<file path="src/rtl/pgfti_pkg.sv">
// Package with register map, field positions and reset values of the power-good and top interrupt block
package pgfti_pkg;

    // ------------------------------------------------------------
    // Register offsets
    // ------------------------------------------------------------
    localparam logic [7:0] PGFTI_ADDR_PG_CTRL_ONE = 8'h15;
    localparam logic [7:0] PGFTI_ADDR_PG_CTRL_TWO = 8'h16;
    localparam logic [7:0] PGFTI_ADDR_FAULT_LATCH = 8'h17;
    localparam logic [7:0] PGFTI_ADDR_SOFT_RESET = 8'h18;
    localparam logic [7:0] PGFTI_ADDR_TOP_IRQ = 8'h19;

    // ------------------------------------------------------------
    // Reset values
    // ------------------------------------------------------------
    localparam logic [7:0] PGFTI_RST_PG_CTRL_ONE = 8'h7F;
    localparam logic [2:0] PGFTI_RST_PG_CTRL_TWO = 3'h4;
    localparam logic [3:0] PGFTI_RST_FAULT_LATCH = 4'h0;
    localparam logic [7:0] PGFTI_RST_TOP_IRQ = 8'h00;

    // ------------------------------------------------------------
    // Field positions
    // ------------------------------------------------------------
    // Control one: bits 3:0 per-regulator monitor enables, bit 7 polarity
    localparam int PGFTI_POS_PG_POLARITY = 7;
    // Control two
    localparam int PGFTI_POS_TWARN_MON_EN = 2;
    localparam int PGFTI_POS_FAULT_GATING = 1;
    localparam int PGFTI_POS_PG_OPER_SEL = 0;
    // Soft reset command
    localparam int PGFTI_POS_SOFT_RESET_CMD = 0;
    // Top interrupt status
    localparam int PGFTI_POS_PG_DROP_IRQ = 7;
    localparam int PGFTI_POS_LINEAR_SUM_IRQ = 6;
    localparam int PGFTI_POS_STEPDOWN_SUM_IRQ = 5;
    localparam int PGFTI_POS_SYNC_CLK_IRQ = 4;
    localparam int PGFTI_POS_THERM_SD_IRQ = 3;
    localparam int PGFTI_POS_THERM_WARN_IRQ = 2;
    localparam int PGFTI_POS_OVERVOLT_IRQ = 1;
    localparam int PGFTI_POS_CURRENT_RES_IRQ = 0;

    // Number of regulators, the width of all 4-bit per-regulator vectors
    localparam int PGFTI_NUM_REG = 4;

endpackage

</file>
<file path="src/rtl/pgfti_sticky_bank.sv">
// Bank of sticky flags with synchronous set and clear, set winning over clear
`timescale 1ns/1ps
`default_nettype none

module pgfti_sticky_bank #(
    parameter int WIDTH = 8
) (
    input wire logic mclk,
    input wire logic rstn,
    input wire logic flush,
    input wire logic [WIDTH-1:0] set_vec,
    input wire logic [WIDTH-1:0] clr_vec,
    output logic [WIDTH-1:0] flag
);

    // ------------------------------------------------------------
    // Per-bit flag
    // ------------------------------------------------------------
    genvar i;
    generate
        for (i = 0; i < WIDTH; i++) begin : g_flag
            // Set beats clear, flush beats both
            always_ff @(posedge mclk or negedge rstn) begin
                if (!rstn) begin
                    flag[i] <= 1'b0;
                end else if (flush) begin
                    flag[i] <= 1'b0;
                end else if (set_vec[i]) begin
                    flag[i] <= 1'b1;
                end else if (clr_vec[i]) begin
                    flag[i] <= 1'b0;
                end
            end
        end
    endgenerate

endmodule // pgfti_sticky_bank

`default_nettype wire

</file>
<file path="src/rtl/pgfti_top.sv">
// Power-good control, fault latches, soft reset command and top interrupt status
// Functional notes
// (RL1) Thermal warning forces power-good inactive only when its monitor enable is set.
// (RL2) Gating select 0 uses live outputs; 1 uses fault latches, inactive if any set.
// (RL3) One-bit power-good operating mode: 0 gated, 1 continuous.
// (RL4) Four fault latches, bits 3..0, set when monitored regulator drops power-good.
// (RL5) Fault latch clears on write-one only while its regulator output is valid.
// (RL6) Writing one to soft reset bit restores defaults, reloads OTP, resets serial interface.
// (RL7) Soft reset bit clears itself after the reset action.
// (RL8) Power-good drop interrupt, bit 7, latches on active-to-inactive pin change.
// (RL9) Linear summary bit reads one while the linear interrupt register is nonzero.
// (RL10) Step-down summary bit reads one while the step-down interrupt register is nonzero.
// (RL11) Clock-sync interrupt, bit 4, latches on external clock appearing or disappearing.
// (RL12) Thermal shutdown latches bit 3, disables regulators, drives both outputs low.
// (RL13) While thermal shutdown bit is set, no regulator may be enabled.
// (RL14) Thermal warning interrupt, bit 2, latches when warning level is exceeded.
// (RL15) Overvoltage latches bit 1, disables regulators, drives both outputs low.
// (RL16) Current result interrupt, bit 0, latches when a new measurement is stored.
// (RL17) Latched top interrupt bits clear on write-one; write-zero leaves them.
// (RL18) Per-regulator power-good source enable includes or excludes it from monitoring.
// (RL19) Interrupt output is high while any unmasked top interrupt bit is set.
`timescale 1ns/1ps
`default_nettype none

module pgfti_top
    import pgfti_pkg::*;
(
    input wire logic mclk,
    input wire logic rstn,
    // Decoded register access from the serial control front end
    input wire logic reg_wr,
    input wire logic reg_rd,
    input wire logic [7:0] reg_addr,
    input wire logic [7:0] reg_wdata,
    output logic [7:0] reg_rdata,
    // Analog monitor results, index 0 step-down a, 1 step-down b, 2 linear a, 3 linear b
    input wire logic [3:0] regulator_valid,
    input wire logic thermal_warn,
    input wire logic thermal_shutdown,
    input wire logic input_overvolt,
    input wire logic sync_clk_present,
    input wire logic current_result_stored,
    input wire logic [7:0] stepdown_irq_register,
    input wire logic [7:0] linear_irq_register,
    input wire logic [7:0] top_irq_mask,
    // Regulator and general output requests from the sequencer
    input wire logic [3:0] regulator_en_req,
    input wire logic general_output_a_req,
    input wire logic general_output_b_req,
    // Outputs
    output logic [3:0] regulator_en,
    output logic general_output_a,
    output logic general_output_b,
    output logic power_good_out,
    output logic irq_out,
    output logic otp_reload,
    output logic serial_if_reset
);

    // ------------------------------------------------------------
    // Declarations
    // ------------------------------------------------------------
    logic [7:0] pg_ctrl_one;
    logic [2:0] pg_ctrl_two;
    logic [3:0] fault_latch;
    logic [7:0] top_irq;
    logic soft_reset_pulse;
    logic wr_fault;
    logic wr_top;
    logic wr_soft;
    logic [3:0] monitor_en;
    logic thermal_warn_monitor_en;
    logic fault_gating_select;
    logic power_good_operating_sel;
    logic warn_block;
    logic live_good;
    logic latch_good;
    logic pg_active;
    logic pg_active_q;
    logic [3:0] fault_set;
    logic [3:0] fault_clr;
    logic [7:0] irq_set;
    logic [7:0] irq_clr;
    logic linear_summary_irq;
    logic stepdown_summary_irq;
    logic sync_clk_q;
    logic therm_sd_q;
    logic therm_warn_q;
    logic overvolt_q;
    logic protect_event;
    logic [3:0] en_req_q;
    logic gen_out_a_req_q;
    logic gen_out_b_req_q;
    logic [7:0] next_rdata;

    // ------------------------------------------------------------
    // Register write decode
    // ------------------------------------------------------------
    assign wr_fault = reg_wr && (reg_addr == PGFTI_ADDR_FAULT_LATCH);
    assign wr_top = reg_wr && (reg_addr == PGFTI_ADDR_TOP_IRQ);
    assign wr_soft = reg_wr && (reg_addr == PGFTI_ADDR_SOFT_RESET) && reg_wdata[PGFTI_POS_SOFT_RESET_CMD];

    // Soft reset strobe, one cycle, never readable as one
    always_ff @(posedge mclk or negedge rstn) begin
        if (!rstn) begin
            soft_reset_pulse <= 1'b0;
        end else begin
            soft_reset_pulse <= wr_soft; // RL6 RL7
        end
    end

    // OTP reload and serial interface reset requests
    assign otp_reload = soft_reset_pulse; // RL6
    assign serial_if_reset = soft_reset_pulse; // RL6

    // ------------------------------------------------------------
    // Power-good control registers
    // ------------------------------------------------------------
    // Control one: source enables and polarity
    always_ff @(posedge mclk or negedge rstn) begin
        if (!rstn) begin
            pg_ctrl_one <= PGFTI_RST_PG_CTRL_ONE;
        end else if (soft_reset_pulse) begin
            pg_ctrl_one <= PGFTI_RST_PG_CTRL_ONE; // RL6
        end else if (reg_wr && (reg_addr == PGFTI_ADDR_PG_CTRL_ONE)) begin
            pg_ctrl_one <= reg_wdata;
        end
    end

    // Control two: warning monitor, gating select, operating mode
    always_ff @(posedge mclk or negedge rstn) begin
        if (!rstn) begin
            pg_ctrl_two <= PGFTI_RST_PG_CTRL_TWO;
        end else if (soft_reset_pulse) begin
            pg_ctrl_two <= PGFTI_RST_PG_CTRL_TWO; // RL6
        end else if (reg_wr && (reg_addr == PGFTI_ADDR_PG_CTRL_TWO)) begin
            pg_ctrl_two <= reg_wdata[2:0]; // RL3
        end
    end

    assign monitor_en = pg_ctrl_one[3:0]; // RL18
    assign thermal_warn_monitor_en = pg_ctrl_two[PGFTI_POS_TWARN_MON_EN];
    assign fault_gating_select = pg_ctrl_two[PGFTI_POS_FAULT_GATING];
    assign power_good_operating_sel = pg_ctrl_two[PGFTI_POS_PG_OPER_SEL];

    // ------------------------------------------------------------
    // Power-good evaluation
    // ------------------------------------------------------------
    // Warning only matters when its monitor enable is set
    assign warn_block = thermal_warn_monitor_en && thermal_warn; // RL1
    // Live result: excluded regulators count as good; gated mode also needs them enabled
    assign live_good = &(regulator_valid | ~monitor_en) && // RL18
        (power_good_operating_sel || &(regulator_en | ~monitor_en)); // RL3
    // Latched result: any fault latch holds power-good inactive
    assign latch_good = (fault_latch == 4'h0); // RL2
    assign pg_active = !warn_block && (fault_gating_select ? latch_good : live_good); // RL1 RL2

    // Registered pin level with polarity
    always_ff @(posedge mclk or negedge rstn) begin
        if (!rstn) begin
            pg_active_q <= 1'b0;
            power_good_out <= 1'b0;
        end else begin
            pg_active_q <= pg_active;
            power_good_out <= pg_active ^ pg_ctrl_one[PGFTI_POS_PG_POLARITY];
        end
    end

    // ------------------------------------------------------------
    // Fault latches
    // ------------------------------------------------------------
    // Monitored regulator that is not valid drops power-good and latches
    assign fault_set = monitor_en & ~regulator_valid; // RL4
    // Write-one clears only while the output is valid
    assign fault_clr = wr_fault ? (reg_wdata[3:0] & regulator_valid) : 4'h0; // RL5

    pgfti_sticky_bank #(
        .WIDTH(PGFTI_NUM_REG)
    ) u_fault_bank (
        .mclk(mclk),
        .rstn(rstn),
        .flush(soft_reset_pulse),
        .set_vec(fault_set),
        .clr_vec(fault_clr),
        .flag(fault_latch)
    );

    // ------------------------------------------------------------
    // Event edge detection
    // ------------------------------------------------------------
    // Previous values of the live monitor levels
    always_ff @(posedge mclk or negedge rstn) begin
        if (!rstn) begin
            sync_clk_q <= 1'b0;
            therm_sd_q <= 1'b0;
            therm_warn_q <= 1'b0;
            overvolt_q <= 1'b0;
        end else begin
            sync_clk_q <= sync_clk_present;
            therm_sd_q <= thermal_shutdown;
            therm_warn_q <= thermal_warn;
            overvolt_q <= input_overvolt;
        end
    end

    // ------------------------------------------------------------
    // Top interrupt status
    // ------------------------------------------------------------
    // Event sources into the sticky bits
    always_comb begin
        irq_set = 8'h00;
        irq_set[PGFTI_POS_PG_DROP_IRQ] = pg_active_q && !pg_active; // RL8
        irq_set[PGFTI_POS_SYNC_CLK_IRQ] = sync_clk_q ^ sync_clk_present; // RL11
        irq_set[PGFTI_POS_THERM_SD_IRQ] = thermal_shutdown && !therm_sd_q; // RL12
        irq_set[PGFTI_POS_THERM_WARN_IRQ] = thermal_warn && !therm_warn_q; // RL14
        irq_set[PGFTI_POS_OVERVOLT_IRQ] = input_overvolt && !overvolt_q; // RL15
        irq_set[PGFTI_POS_CURRENT_RES_IRQ] = current_result_stored; // RL16
    end

    // Write-one clears, summary positions are not stored
    assign irq_clr = wr_top ? reg_wdata : 8'h00; // RL17

    pgfti_sticky_bank #(
        .WIDTH(8)
    ) u_irq_bank (
        .mclk(mclk),
        .rstn(rstn),
        .flush(soft_reset_pulse),
        .set_vec(irq_set),
        .clr_vec(irq_clr),
        .flag(top_irq)
    );

    // Live summaries of the per-regulator interrupt registers
    assign linear_summary_irq = |linear_irq_register; // RL9
    assign stepdown_summary_irq = |stepdown_irq_register; // RL10

    // Interrupt output from all unmasked pending bits
    always_ff @(posedge mclk or negedge rstn) begin
        if (!rstn) begin
            irq_out <= 1'b0;
        end else begin
            irq_out <= |({top_irq[7], linear_summary_irq, stepdown_summary_irq, top_irq[4:0]}
                & ~top_irq_mask); // RL19
        end
    end

    // ------------------------------------------------------------
    // Regulator and general output protection
    // ------------------------------------------------------------
    assign protect_event = irq_set[PGFTI_POS_THERM_SD_IRQ] || irq_set[PGFTI_POS_OVERVOLT_IRQ];

    // Request history for rising-edge enabling
    always_ff @(posedge mclk or negedge rstn) begin
        if (!rstn) begin
            en_req_q <= 4'h0;
            gen_out_a_req_q <= 1'b0;
            gen_out_b_req_q <= 1'b0;
        end else begin
            en_req_q <= regulator_en_req;
            gen_out_a_req_q <= general_output_a_req;
            gen_out_b_req_q <= general_output_b_req;
        end
    end

    // Regulator enables: dropped on protection, blocked while shutdown flag stays set
    always_ff @(posedge mclk or negedge rstn) begin
        if (!rstn) begin
            regulator_en <= 4'h0;
        end else if (protect_event || soft_reset_pulse) begin
            regulator_en <= 4'h0; // RL12 RL15
        end else if (top_irq[PGFTI_POS_THERM_SD_IRQ]) begin
            regulator_en <= 4'h0; // RL13
        end else begin
            regulator_en <= regulator_en_req & (regulator_en | ~en_req_q); // Fresh request edge re-arms
        end
    end

    // General outputs: driven low on protection until the request is raised again
    always_ff @(posedge mclk or negedge rstn) begin
        if (!rstn) begin
            general_output_a <= 1'b0;
            general_output_b <= 1'b0;
        end else if (protect_event || soft_reset_pulse) begin
            general_output_a <= 1'b0; // RL12 RL15
            general_output_b <= 1'b0; // RL12 RL15
        end else begin
            general_output_a <= general_output_a_req && (general_output_a || !gen_out_a_req_q);
            general_output_b <= general_output_b_req && (general_output_b || !gen_out_b_req_q);
        end
    end

    // ------------------------------------------------------------
    // Register read
    // ------------------------------------------------------------
    // Read data mux, unmapped and reserved bits read zero
    always_comb begin
        next_rdata = 8'h00;
        unique case (reg_addr)
            PGFTI_ADDR_PG_CTRL_ONE: next_rdata = pg_ctrl_one;
            PGFTI_ADDR_PG_CTRL_TWO: next_rdata = {5'h00, pg_ctrl_two};
            PGFTI_ADDR_FAULT_LATCH: next_rdata = {4'h0, fault_latch};
            PGFTI_ADDR_SOFT_RESET: next_rdata = 8'h00; // RL7
            PGFTI_ADDR_TOP_IRQ: next_rdata = {top_irq[7], linear_summary_irq, // RL9
                stepdown_summary_irq, top_irq[4:0]}; // RL10
            default: next_rdata = 8'h00;
        endcase
    end

    // Read data captured on the read strobe
    always_ff @(posedge mclk or negedge rstn) begin
        if (!rstn) begin
            reg_rdata <= 8'h00;
        end else if (reg_rd) begin
            reg_rdata <= next_rdata;
        end
    end

endmodule // pgfti_top

`default_nettype wire

</file>
<file path="config.mk">
export PLATFORM = sky130hd
export DESIGN_NAME = pgfti_top
export DESIGN_NICKNAME = d
export VERILOG_FILES = /design/src/rtl/pgfti_pkg.sv /design/src/rtl/pgfti_sticky_bank.sv /design/src/rtl/pgfti_top.sv
export SDC_FILE = /design/constraint.sdc
export NUM_CORES = 1
export LEC_CHECK = 0
export ABC_CLOCK_PERIOD_IN_PS = 2300
export BUFFER_PORTS_ARGS = -buffer_cell sky130_fd_sc_hd__buf_2
export CELL_PAD_IN_SITES_DETAIL_PLACEMENT = 1
export CELL_PAD_IN_SITES_GLOBAL_PLACEMENT = 1
export CORE_ASPECT_RATIO = 0.5
export CORE_MARGIN = 2
export CORE_UTILIZATION = 30
export CTS_BUF_LIST = sky130_fd_sc_hd__clkbuf_16
export DETAILED_ROUTE_END_ITERATION = 6
export PLACE_DENSITY = 0.77
export SLEW_MARGIN = 20
export SYNTH_ARGS = -nofsm -noshare
export SYNTH_HDL_FRONTEND = slang
export SYNTH_SLANG_ARGS = --single-unit
</file>
<file path="constraint.sdc">
create_clock -name mclk -period 2.3 [get_ports mclk]
set_input_delay 0.46 -clock mclk [delete_from_list [all_inputs] [get_ports mclk]]
set_output_delay 0.46 -clock mclk [all_outputs]
set_load 0.005 [all_outputs]
</file>
==> summary.txt, run 1 <==
Status
  • Status: completed

Floorplanning
  • Die X: 130.2 um
  • Cell Rows: 22
  • Starting Density: between 30% and 40%
  • Height of the die: ~67 um
  • DIE AREA: 0.008735 mm^2
  • IO Count: 77
  • Core Footprint: 0.007515 mm^2

Global routing
  • GRT busiest layer: met2
  • Grt met3 use: under 10%
  • Largest net degree at the start of global routing: 31
  • First-pass GRT wire length: 11.56 mm
  • Initial antenna violation count: 0
  • Number of global-route vias before repair: between 2k and 2.5k
  • GRT overflow: 0
  • GR Util met2: 28.73%
  • Met1 usage: a little under a quarter
  • Total track usage: 17.49%

Final layout
  • Final cell count without fillers: 415
  • Diodes inserted: 0
  • Layout cells sized above 1: about a third
  • Final Net Count: 365
  • Fillers: ~870
  • Area Overhead vs Synth: 27.13%

Yosys
  • Seq/Total Area, Yosys: 51.75%
  • Synth top area cells: dfrtp_1 (43%), dfstp_2 (8.8%), mux2i_1 (5.0%)
  • Yosys top cell area share: 42.95%
  • FF+latch count, synth: 49
  • Yosys Warn Count: 0
  • Syn avg cell area: 10.43 um^2
  • Syn Inst Count: 229
  • Unique masters post-synth: 47
  • Leading area contributor after synthesis: dfrtp_1
  • Count leader, synth: dfrtp_1
  • Synth Cell Area: 0.002389 mm^2
  • Syn_nets: 288
  • Post-synth EDFFs: 0
  • Synth top cells by count: dfrtp_1 (41), inv_1 (21), nand2b_1 (16)
  • Post-synth ARST share: 100.0%
  • Synth Flop Type: dfrtp_1

Place
  • Port Buf Inserts: 76
  • Routability cong.: 0.9093
  • Dpl cells: between 400 and 500
  • Post-DP HPWL: ~5.5 mm

STA
  • Minimum clock period: 1.755 ns
  • Rel. slew slack: between 50% and 60%
  • RSZ-0062 raised after global routing: false
  • Final Hold Fails: 0
  • Max frequency: 569.6 MHz
  • Final setup skew: 0.007364 ns
  • Final Setup Violations: 0
  • Setup TNS: 0 ns
  • Max-slew violation count: 0
  • Worst Tran Pin Value: 0.6965 ns
  • Tcrit/Tclk final: 76.32%

Drt
  • TritonRoute pass-1 iters: 5
  • DRC: 0
  • Post-Route WL: 7.080 mm
  • Vias: 2,130
  • Drt wl/cell: roughly 17 um
  • ANT nets after route: 0
  • Vias/cell: approximately 5.1
  • Initial DRC count: a little under 100

Critical path
  • R2R setup slack: 0.60 ns
  • Worst Path Required: between 2 and 2.5 ns
  • Setup CP Type: input port to register
  • CP startpoint kind: input port
  • Slowest cell delay on critical path: 0.70 ns
  • Bufs and invs on worst path: 1
  • Crit-path max FO: 6
  • Worst-path cell chain: buf_2 > or4b_1 > nor2_4 > and4_1 > a311oi_1
  • Setup crit end kind: register
  • Kind of cell adding the most delay to the critical path: simple AND/OR/NAND/NOR gates
  • Worst Path Arrival: 1.92 ns
  • Critical-path top delay cell: or4b_1

CTS
  • Post-CTS Repair Setup Buffers: 0
  • Reg clk slew, reported paths: 0.07 ns
  • Clock sinks: 49
  • Clk buf depth: 2
  • Clock Tree Root: clkbuf_16
  • Post_cts resized: 0
  • H-tree depth: 2
  • CTS tree: built
  • Inserted Clock Buffers: 5
  • Worst skew pair latency: 0.29 ns
  • Hold_buf cts: 0

Hold path
  • Min-Delay Path Class: input port to async pin

Job
  • Max-Cap Viols: 0

Power and ir drop
  • Leakage: between 1 and 1.5 nW
  • Worst VDD drop: 0.0002867 V
  • P per Cell Area: ~600 mW/mm^2
metrics by stage:
step	area, um^2	setup slack [ns]	total power [mW]	hold WS [ns]	util [%]
floorplan	2389	0.5667	0.9901	0.1644	-
global placement	2887	0.3247	1.089	0.4923	38.41
detailed placement	2887	0.2493	1.100	0.5051	38.41
CTS	3037	0.5606	1.848	0.2245	40.41
global route	3037	0.4856	1.911	0.2604	40.41
finish	3037	0.5445	1.832	0.2094	40.41
path summary, 6_finish.rpt:
path | startpoint | endpoint | cells past startpoint
max in group asynchronous | rstn | general_output_a$_DFF_PN0_ | 2
hold / removal | rstn | gen_out_a_req_q$_DFF_PN0_ | 1
min in group mclk | general_output_b_req | gen_out_b_req_q$_DFF_PN0_ | 1
setup reg to reg | u_fault_bank.flag[2]$_DFFE_PN0P_ | power_good_out$_DFF_PN0_ | 4
setup / recovery | reg_addr[5] | u_fault_bank.flag[2]$_DFFE_PN0P_ | 5
hold reg to reg | therm_warn_q$_DFF_PN0_ | u_irq_bank.flag[2]$_DFFE_PN0P_ | 2
report_power, final:
group / internal, mW / switching (mW) / leakage [nW]
Combinational: 0.0749 / 0.0981 / 0.827
Sequential: 0.890 / 0.0190 / 0.575
Clock: 0.409 / 0.340 / 0.0704
placed cells by master (no fill, tap or decap), types with 3 or more instances in the layout:
cell type,count
buf_2,76
dfrtp_1,41
inv_1,21
nand2b_1,16
nand2_1,15
a21oi_1,13
mux2i_1,12
and3_1,8
o22ai_1,8
dfstp_2,8
nor2_1,7
o21ai_1,6
and4_1,5
nor2b_1,5
a32oi_1,5
a311oi_1,5
clkbuf_16,5
nor4_1,4
nand4_1,4
buf_4,4
o221ai_1,3
layer usage:
layer	part of all wire (%)	vias to the layer above
li1	-	984
met1	47	1085
met2	48	49
met3	3.9	12
met4	1.5	0
met5	0	-
area by class of cell:
type,instances,area (um^2),area share [%]
flip-flops and latches,49,1236,40.71
multi-input cells,148,1022,33.66
repair buffers,80,410.4,13.51
well taps,108,135.1,4.450
clock buffers,5,125.1,4.120
inverters,22,82.58,2.719
clock inverters,3,25.02,0.8241
sequential cells by signal, indices dropped and copies added, names as in the netlist, 3 cells and up:
register           count
pg_ctrl_one            8
regulator_en           4
pg_ctrl_two            3
en_req_q               4
reg_rdata              8
u_fault_bank.flag      4
u_irq_bank.flag        6
kinds of logic after synthesis:
group / after synthesis / synth area share, %
and+or+nand+nor: 85 / 22.63
AOI/OAI and AO/OA: 49 / 14.30
DFF: 49 / 51.75
buffers and inverters: 32 / 5.448
muxes: 13 / 5.500
xor gates and xnor gates: 1 / 0.3668
No activity file was read; power rests on OpenSTA's default activity.
==> run 2: changes to the inputs <==
--- a/config.mk
+++ b/config.mk
@@ -5,7 +5,7 @@
 export SDC_FILE = /design/constraint.sdc
 export NUM_CORES = 1
 export LEC_CHECK = 0
-export ABC_CLOCK_PERIOD_IN_PS = 2300
+export ABC_CLOCK_PERIOD_IN_PS = 1490
 export BUFFER_PORTS_ARGS = -buffer_cell sky130_fd_sc_hd__buf_2
 export CELL_PAD_IN_SITES_DETAIL_PLACEMENT = 1
 export CELL_PAD_IN_SITES_GLOBAL_PLACEMENT = 1
@@ -14,7 +14,7 @@
 export CORE_UTILIZATION = 30
 export CTS_BUF_LIST = sky130_fd_sc_hd__clkbuf_16
 export DETAILED_ROUTE_END_ITERATION = 6
-export PLACE_DENSITY = 0.77
+export PLACE_DENSITY = 0.79
 export SLEW_MARGIN = 20
 export SYNTH_ARGS = -nofsm -noshare
 export SYNTH_HDL_FRONTEND = slang
==> constraint.sdc (replaced) <==
create_clock -name mclk -period 1.49 [get_ports mclk]
set_input_delay 0.298 -clock mclk [delete_from_list [all_inputs] [get_ports mclk]]
set_output_delay 0.298 -clock mclk [all_outputs]
set_load 0.005 [all_outputs]
==> summary.txt, run 2 (synthesized netlist as in run 1, its figures left out) <==
Status
  • Status: finished with violations
  • Failing checks: setup timing

STA
  • Final Setup Violations: 2 (+2)
  • Max-slew violation count: 0 (unchanged)
  • Max frequency: between 600 and 700 MHz
  • Rel. slew slack: 63.32% (+9.8 points)
  • Tcrit/Tclk final: 103.2%
  • Minimum clock period: 1.538 ns
  • RSZ-0062 raised after global routing: true
  • Final setup skew: 0.006771 ns (-0.0005926 ns)
  • Worst Tran Pin Value: 0.5490 ns (-0.1475 ns)
  • Hold slack: 0.1182 ns (-0.09122 ns)
  • Setup TNS: -0.06199 ns (-0.06199 ns)
  • Final Hold Fails: 0 (unchanged)
  • Crit path setup slack, layout: -0.04802 ns (-0.5925 ns)

CTS
  • CTS tree: built
  • Clk buf depth: 2 (unchanged)
  • Inserted Clock Buffers: 5 (unchanged)
  • Worst skew pair latency: 0.29 ns (about the same)
  • H-tree depth: 2 (unchanged)
  • Reg clk slew, reported paths: 0.07 ns (about the same)
  • Clock sinks: 49 (unchanged)
  • Clock Tree Root: clkbuf_16

Power and ir drop
  • Leakage: 1.566 nW (+6.4%)
  • Gate power share: 10.5% (+1.1 points)
  • P per Cell Area: 886.9 mW/mm^2 (+47%)
  • Switch share: 25.11% (+0.14 points)
  • Worst VDD drop: 0.0004521 V (+58%)
  • Register share of total power: 49.3% (-0.4 points)
  • Power Internal: 2.138 mW (+56%)
  • Clk pwr share: 40.1% (-0.8 points)
  • Power, Total: 2.854 mW (+56%)
  • Psw: 0.7166 mW (+57%)

Hold path
  • Endpoint, Worst Hold: gen_out_a_req_q$_DFF_PN0_
  • Hold Path Cell Cnt: 1
  • Min-Delay Path Class: input port to register
  • Hold Startpoint: general_output_a_req

Final layout
  • Area Overhead vs Synth: 34.73%
  • Diodes inserted: 0 (unchanged)
  • Biggest regs: pg_ctrl_one (8), reg_rdata (8), u_irq_bank.flag (6)
  • Design Area, Final: 0.003218 mm^2 (+6.0%)
  • Layout cells sized above 1: 39.08% (+5.2 points)
  • Final Net Count: 383 (+4.9%)
  • Final cell count without fillers: 433 (+4.3%)
  • Commonest non-fill, non-tap cell in the layout: buf_2
  • Util after Layout: 42.82% (+2.4 points)
  • Commonest non-fill, non-tap cells in the layout: buf_2 (76), dfrtp_1 (41), inv_1 (21)

Place
  • Placed cell area: 0.003015 mm^2 (+4.5%)
  • Port Buf Inserts: 76 (unchanged)
  • Post-DP HPWL: 6.027 mm (+9.2%)
  • Routability cong.: 0.8419 (-7.4%)
  • Worst slack at placement: -0.1822 ns (-0.4315 ns)
  • Dpl cells: 422 (+3.7%)

Critical path
  • R2R Path End: power_good_out$_DFF_PN0_
  • Setup CP Type: register to register
  • Setup crit end kind: register
  • Worst Path Required: 1.65 ns (-0.81 ns)
  • CP startpoint kind: register
  • R2R depth: 4 (unchanged)
  • Critical-path top delay cell: or4b_4
  • R2R setup slack: -0.05 ns (-0.65 ns)
  • Crit-path max FO: 2 (-4)
  • Worst-path cell chain: or4b_4 > o31a_1 > o41ai_2 > o221ai_1
  • Reg2reg start: u_fault_bank.flag[0]$_DFFE_PN0P_
  • Worst Path Arrival: 1.70 ns (-0.22 ns)
  • Slowest cell delay on critical path: 0.55 ns (-0.15 ns)

Floorplanning
  • Starting Density: 31.78% (unchanged)
  • Core Footprint: 0.007515 mm^2 (unchanged)
  • Cell Rows: 22 (unchanged)
  • IO Count: 77 (unchanged)
  • Die X: 130.2 um (unchanged)
  • Height of the die: 67.10 um (unchanged)
  • DIE AREA: 0.008735 mm^2 (unchanged)

Drt
  • Initial DRC count: 133 (+34%)
  • Vias: 2,188 (+2.7%)
  • Drt wl/cell: 18.02 um (+5.6%)
  • ANT nets after route: 0 (unchanged)
  • TritonRoute pass-1 iters: 4 (-1)
  • Post-Route WL: 7.803 mm (+10%)
  • Vias/cell: 5.053 (-1.5%)
  • DRC: 0 (unchanged)

Global routing
  • GRT overflow: 0 (unchanged)
  • First-pass GRT wire length: 12.43 mm (+7.5%)
  • Initial antenna violation count: 0 (unchanged)
  • Number of global-route vias before repair: 2,348 (+3.0%)
  • Largest net degree at the start of global routing: 38 (+23%)
  • Total track usage: 18.99% (+1.5 points)

Job
  • Max-Cap Viols: 0 (unchanged)
run 2: layout make-up:
type	instances	area, um^2
multi-input cells	148	1057
clock buffers	5	125.1
inverters	22	82.58
clock inverters	3	21.27
fillers	874	4297
repair buffers	98	560.5
flip-flops and latches	49	1236
well taps	108	135.1
run 2: worst max-delay path by stage:
stage                                startpoint                          endpoint  slack (ns)  cells past startpoint
4_1_cts        u_fault_bank.flag[0]$_DFFE_PN0P_          power_good_out$_DFF_PN0_       -0.05                      4
3_3_place_gp                        reg_addr[5]        pg_ctrl_two[1]$_DFFE_PN0P_       -0.11                      6
6_report       u_fault_bank.flag[0]$_DFFE_PN0P_          power_good_out$_DFF_PN0_       -0.05                      4
2_1_floorplan                       reg_addr[5]  u_fault_bank.flag[2]$_DFFE_PN0P_       -0.03                      5
5_1_grt        u_fault_bank.flag[0]$_DFFE_PN0P_          power_good_out$_DFF_PN0_       -0.12                      4
3_5_place_dp                        reg_addr[5]          reg_rdata[1]$_DFFE_PN0P_       -0.18                      5
run 2: power groups by stage:
stage / clock network, mW / registers, mW / logic [mW]
after floorplan: 0 / 1.42 / 0.114
after global placement: 0 / 1.43 / 0.277
after detailed placement: 0 / 1.43 / 0.293
after CTS: 1.17 / 1.41 / 0.300
after global routing: 1.21 / 1.41 / 0.335
final: 1.15 / 1.41 / 0.301
run 2: what timing repair did:
| item | CTS | global route |
|---|---|---|
| hold buffers | 1 | 0 |
| endpoints found under the hold margin | 12 | 0 |
| pin swaps | 0 | 3 |
| gates resized for setup | 2 | 4 |
| setup buffers | 1 | 1 |
| endpoints found under the setup margin | 2 | 4 |
run 2: routing by layer:
metal	part of all wire (%)	routed length, um	global-route usage, %
met1	46	3563	24.91
met4	1.7	136	5.376
met2	48	3749	31.74
met5	0	0	0
met3	4.5	354	4.257
run 2: critical path: cells and delay by family (launching register included):
family / cells / cell delay (ns)
AND/OR/NAND/NOR: 1 / 0.55
flip-flops: 1 / 0.38
AO/OA/AOI/OAI: 3 / 0.47
==> run 3: changes to the inputs <==
--- a/config.mk
+++ b/config.mk
@@ -15,6 +15,8 @@
 export CTS_BUF_LIST = sky130_fd_sc_hd__clkbuf_16
 export DETAILED_ROUTE_END_ITERATION = 6
 export PLACE_DENSITY = 0.79
+export RECOVER_POWER = 50
+export SETUP_SLACK_MARGIN = 0.15
 export SLEW_MARGIN = 20
 export SYNTH_ARGS = -nofsm -noshare
 export SYNTH_HDL_FRONTEND = slang
==> summary.txt, run 3 (synthesized netlist as in run 1, its figures left out) <==
Status
  • Status: finished with violations
  • Failing checks: setup timing

Final layout
  • Layout cells sized above 1: 45.83% (+6.8 points)
  • Commonest non-fill, non-tap cells in the layout: buf_2 (71), dfrtp_1 (41), buf_4 (22)
  • Area Overhead vs Synth: 45.52%
  • Commonest non-fill, non-tap cell in the layout: buf_2
  • Final Net Count: 394 (+2.9%)
  • Final cell count without fillers: 445 (+2.8%)
  • Fillers: 844 (-3.4%)
  • Util after Layout: 46.25% (+3.4 points)
  • Design Area, Final: 0.003476 mm^2 (+8.0%)
  • Biggest regs: pg_ctrl_one (8), reg_rdata (8), u_irq_bank.flag (6)

CTS
  • CTS tree: built
  • H-tree depth: 2 (unchanged)
  • Worst skew pair latency: 0.30 ns (about the same)
  • Clock Tree Root: clkbuf_16
  • Inserted Clock Buffers: 5 (unchanged)
  • Clock sinks: 49 (unchanged)
  • Reg clk slew, reported paths: 0.07 ns (about the same)
  • Clk buf depth: 2 (unchanged)

Global routing
  • GRT overflow: 0 (unchanged)
  • Number of global-route vias before repair: 2,526 (+7.6%)
  • First-pass GRT wire length: 13.41 mm (+7.8%)
  • Largest net degree at the start of global routing: 19 (-50%)
  • Initial antenna violation count: 1 (+1)
  • Total track usage: 20.65% (+1.7 points)

Floorplanning
  • Die X: 130.2 um (unchanged)
  • Height of the die: 67.10 um (unchanged)
  • Cell Rows: 22 (unchanged)
  • IO Count: 77 (unchanged)
  • Core Footprint: 0.007515 mm^2 (unchanged)
  • DIE AREA: 0.008735 mm^2 (unchanged)
  • Starting Density: 31.78% (unchanged)

Critical path
  • Critical-path top delay cell: or4b_4
  • Setup crit end kind: register
  • Worst Path Required: 1.65 ns (about the same)
  • Slowest cell delay on critical path: 0.55 ns (about the same)
  • Worst Path Arrival: 1.80 ns (+0.10 ns)
  • CP startpoint kind: register
  • Worst-path cell chain: or4b_4 > or2_4 > o311ai_1 > nand2_1
  • Setup CP Type: register to register
  • Crit-path max FO: 3 (+1)

Place
  • Placed cell area: 0.003057 mm^2 (+1.4%)
  • Dpl cells: 425 (+0.71%)
  • Post-DP HPWL: 6.248 mm (+3.7%)
  • Routability cong.: 0.8555 (+1.6%)
  • Port Buf Inserts: 76 (unchanged)

Power and ir drop
  • Worst VDD drop: 0.0004090 V (-9.5%)
  • P per Cell Area: 845.6 mW/mm^2 (-4.7%)
  • Leakage: 1.639 nW (+4.6%)

STA
  • Rel. slew slack: 60.68% (-2.6 points)
  • RSZ-0062 raised after global routing: true
  • Hold slack: 0.1072 ns (-0.01098 ns)
  • Crit path setup slack, layout: -0.1490 ns (-0.1009 ns)
  • Max-slew violation count: 0 (unchanged)
  • Final setup skew: 0.003710 ns (-0.003061 ns)
  • Tcrit/Tclk final: 110.0% (+6.8 points)
  • Worst Tran Pin Value: 0.5898 ns (+0.04070 ns)
  • Max frequency: 610.1 MHz (-6.2%)
  • Final Setup Violations: 2 (unchanged)
  • Final Hold Fails: 0 (unchanged)
  • Minimum clock period: 1.639 ns (+0.1009 ns)

Drt
  • Post-Route WL: 9.152 mm (+17%)
  • ANT nets after route: 0 (unchanged)
  • Vias: 2,371 (+8.4%)
  • Drt wl/cell: 20.57 um (+14%)
  • DRC: 0 (unchanged)
  • Vias/cell: 5.328 (+5.4%)
  • Initial DRC count: 166 (+25%)
  • TritonRoute pass-1 iters: 4 (unchanged)

Job
  • Max-Cap Viols: 0 (unchanged)

Hold path
  • Min-Delay Path Class: input port to register
==> run 3: final timing paths <==
check / depth (start not counted) / from / slack, ns / end
max: 4 / u_fault_bank.flag[0]$_DFFE_PN0P_ / -0.15 / u_irq_bank.flag[7]$_DFFE_PN0P_
min: 1 / regulator_en_req[1] / 0.11 / en_req_q[1]$_DFF_PN0_
max reg2reg: 4 / u_fault_bank.flag[0]$_DFFE_PN0P_ / -0.15 / u_irq_bank.flag[7]$_DFFE_PN0P_
min reg2reg: 2 / overvolt_q$_DFF_PN0_ / 0.53 / u_irq_bank.flag[1]$_DFFE_PN0P_
max in group asynchronous: 3 / rstn / 0.16 / pg_ctrl_two[2]$_DFFE_PN1P_
min in group asynchronous: 2 / rstn / 0.52 / otp_reload$_DFF_PN0_
==> run 3: per-stage QoR <==
stage               TNS [ns]  power, mW  setup WS, ns
floorplan           -0.08545      1.532      -0.02842
global placement     -0.9419      1.712       -0.1023
detailed placement    -1.645      1.730       -0.1563
CTS                 -0.08065      2.895      -0.08065
global route         -0.2920      3.041       -0.1497
finish               -0.2791      2.939       -0.1490
==> run 3: per-layer routing <==
metal / GRT usage [%] / part of all wire (%) / vias to the layer above
li1: - / - / 1048
met1: 26.10 / 40 / 1198
met2: 36.58 / 50 / 99
met3: 4.016 / 7.6 / 26
met4: 5.242 / 2.6 / 0
met5: 0 / 0 / -
==> run 3: what timing repair did <==
item                                    in CTS  in global routing
buffers inserted                             5                  4
pin swaps                                    9                 21
hold endpoints to repair                     6                  0
endpoints found under the setup margin       8                 20
cloned                                       0                  1
gates resized for setup                     11                 29
hold buffers                                 1                  0
==> run 3: worst max-delay path, delay by kind of cell (launching register included) <==
kind / cells / cell delay [ns]
AOI/OAI and AO/OA: 1 / 0.11
DFF: 1 / 0.39
and+or+nand+nor: 3 / 0.99
==> run 3: final cells by class <==
type / instances / area (um^2) / share of cell area, %
clock inverter: 3 / 21.27 / 0.6120
inverter: 22 / 82.58 / 2.376
timing repair buffer: 109 / 656.9 / 18.90
antenna: 1 / 2.502 / 0.07199
tap: 108 / 135.1 / 3.888
clock buffer: 5 / 125.1 / 3.600
sequential: 49 / 1236 / 35.57
multi-input combinational: 148 / 1216 / 34.99
==> run 3: power breakdown <==
| group | switching (mW) | total (mW) | internal (mW) |
|---|---|---|---|
| clock network | 0.552 | 1.18 | 0.627 |
| registers | 0.0317 | 1.41 | 1.37 |
| logic | 0.199 | 0.353 | 0.155 |
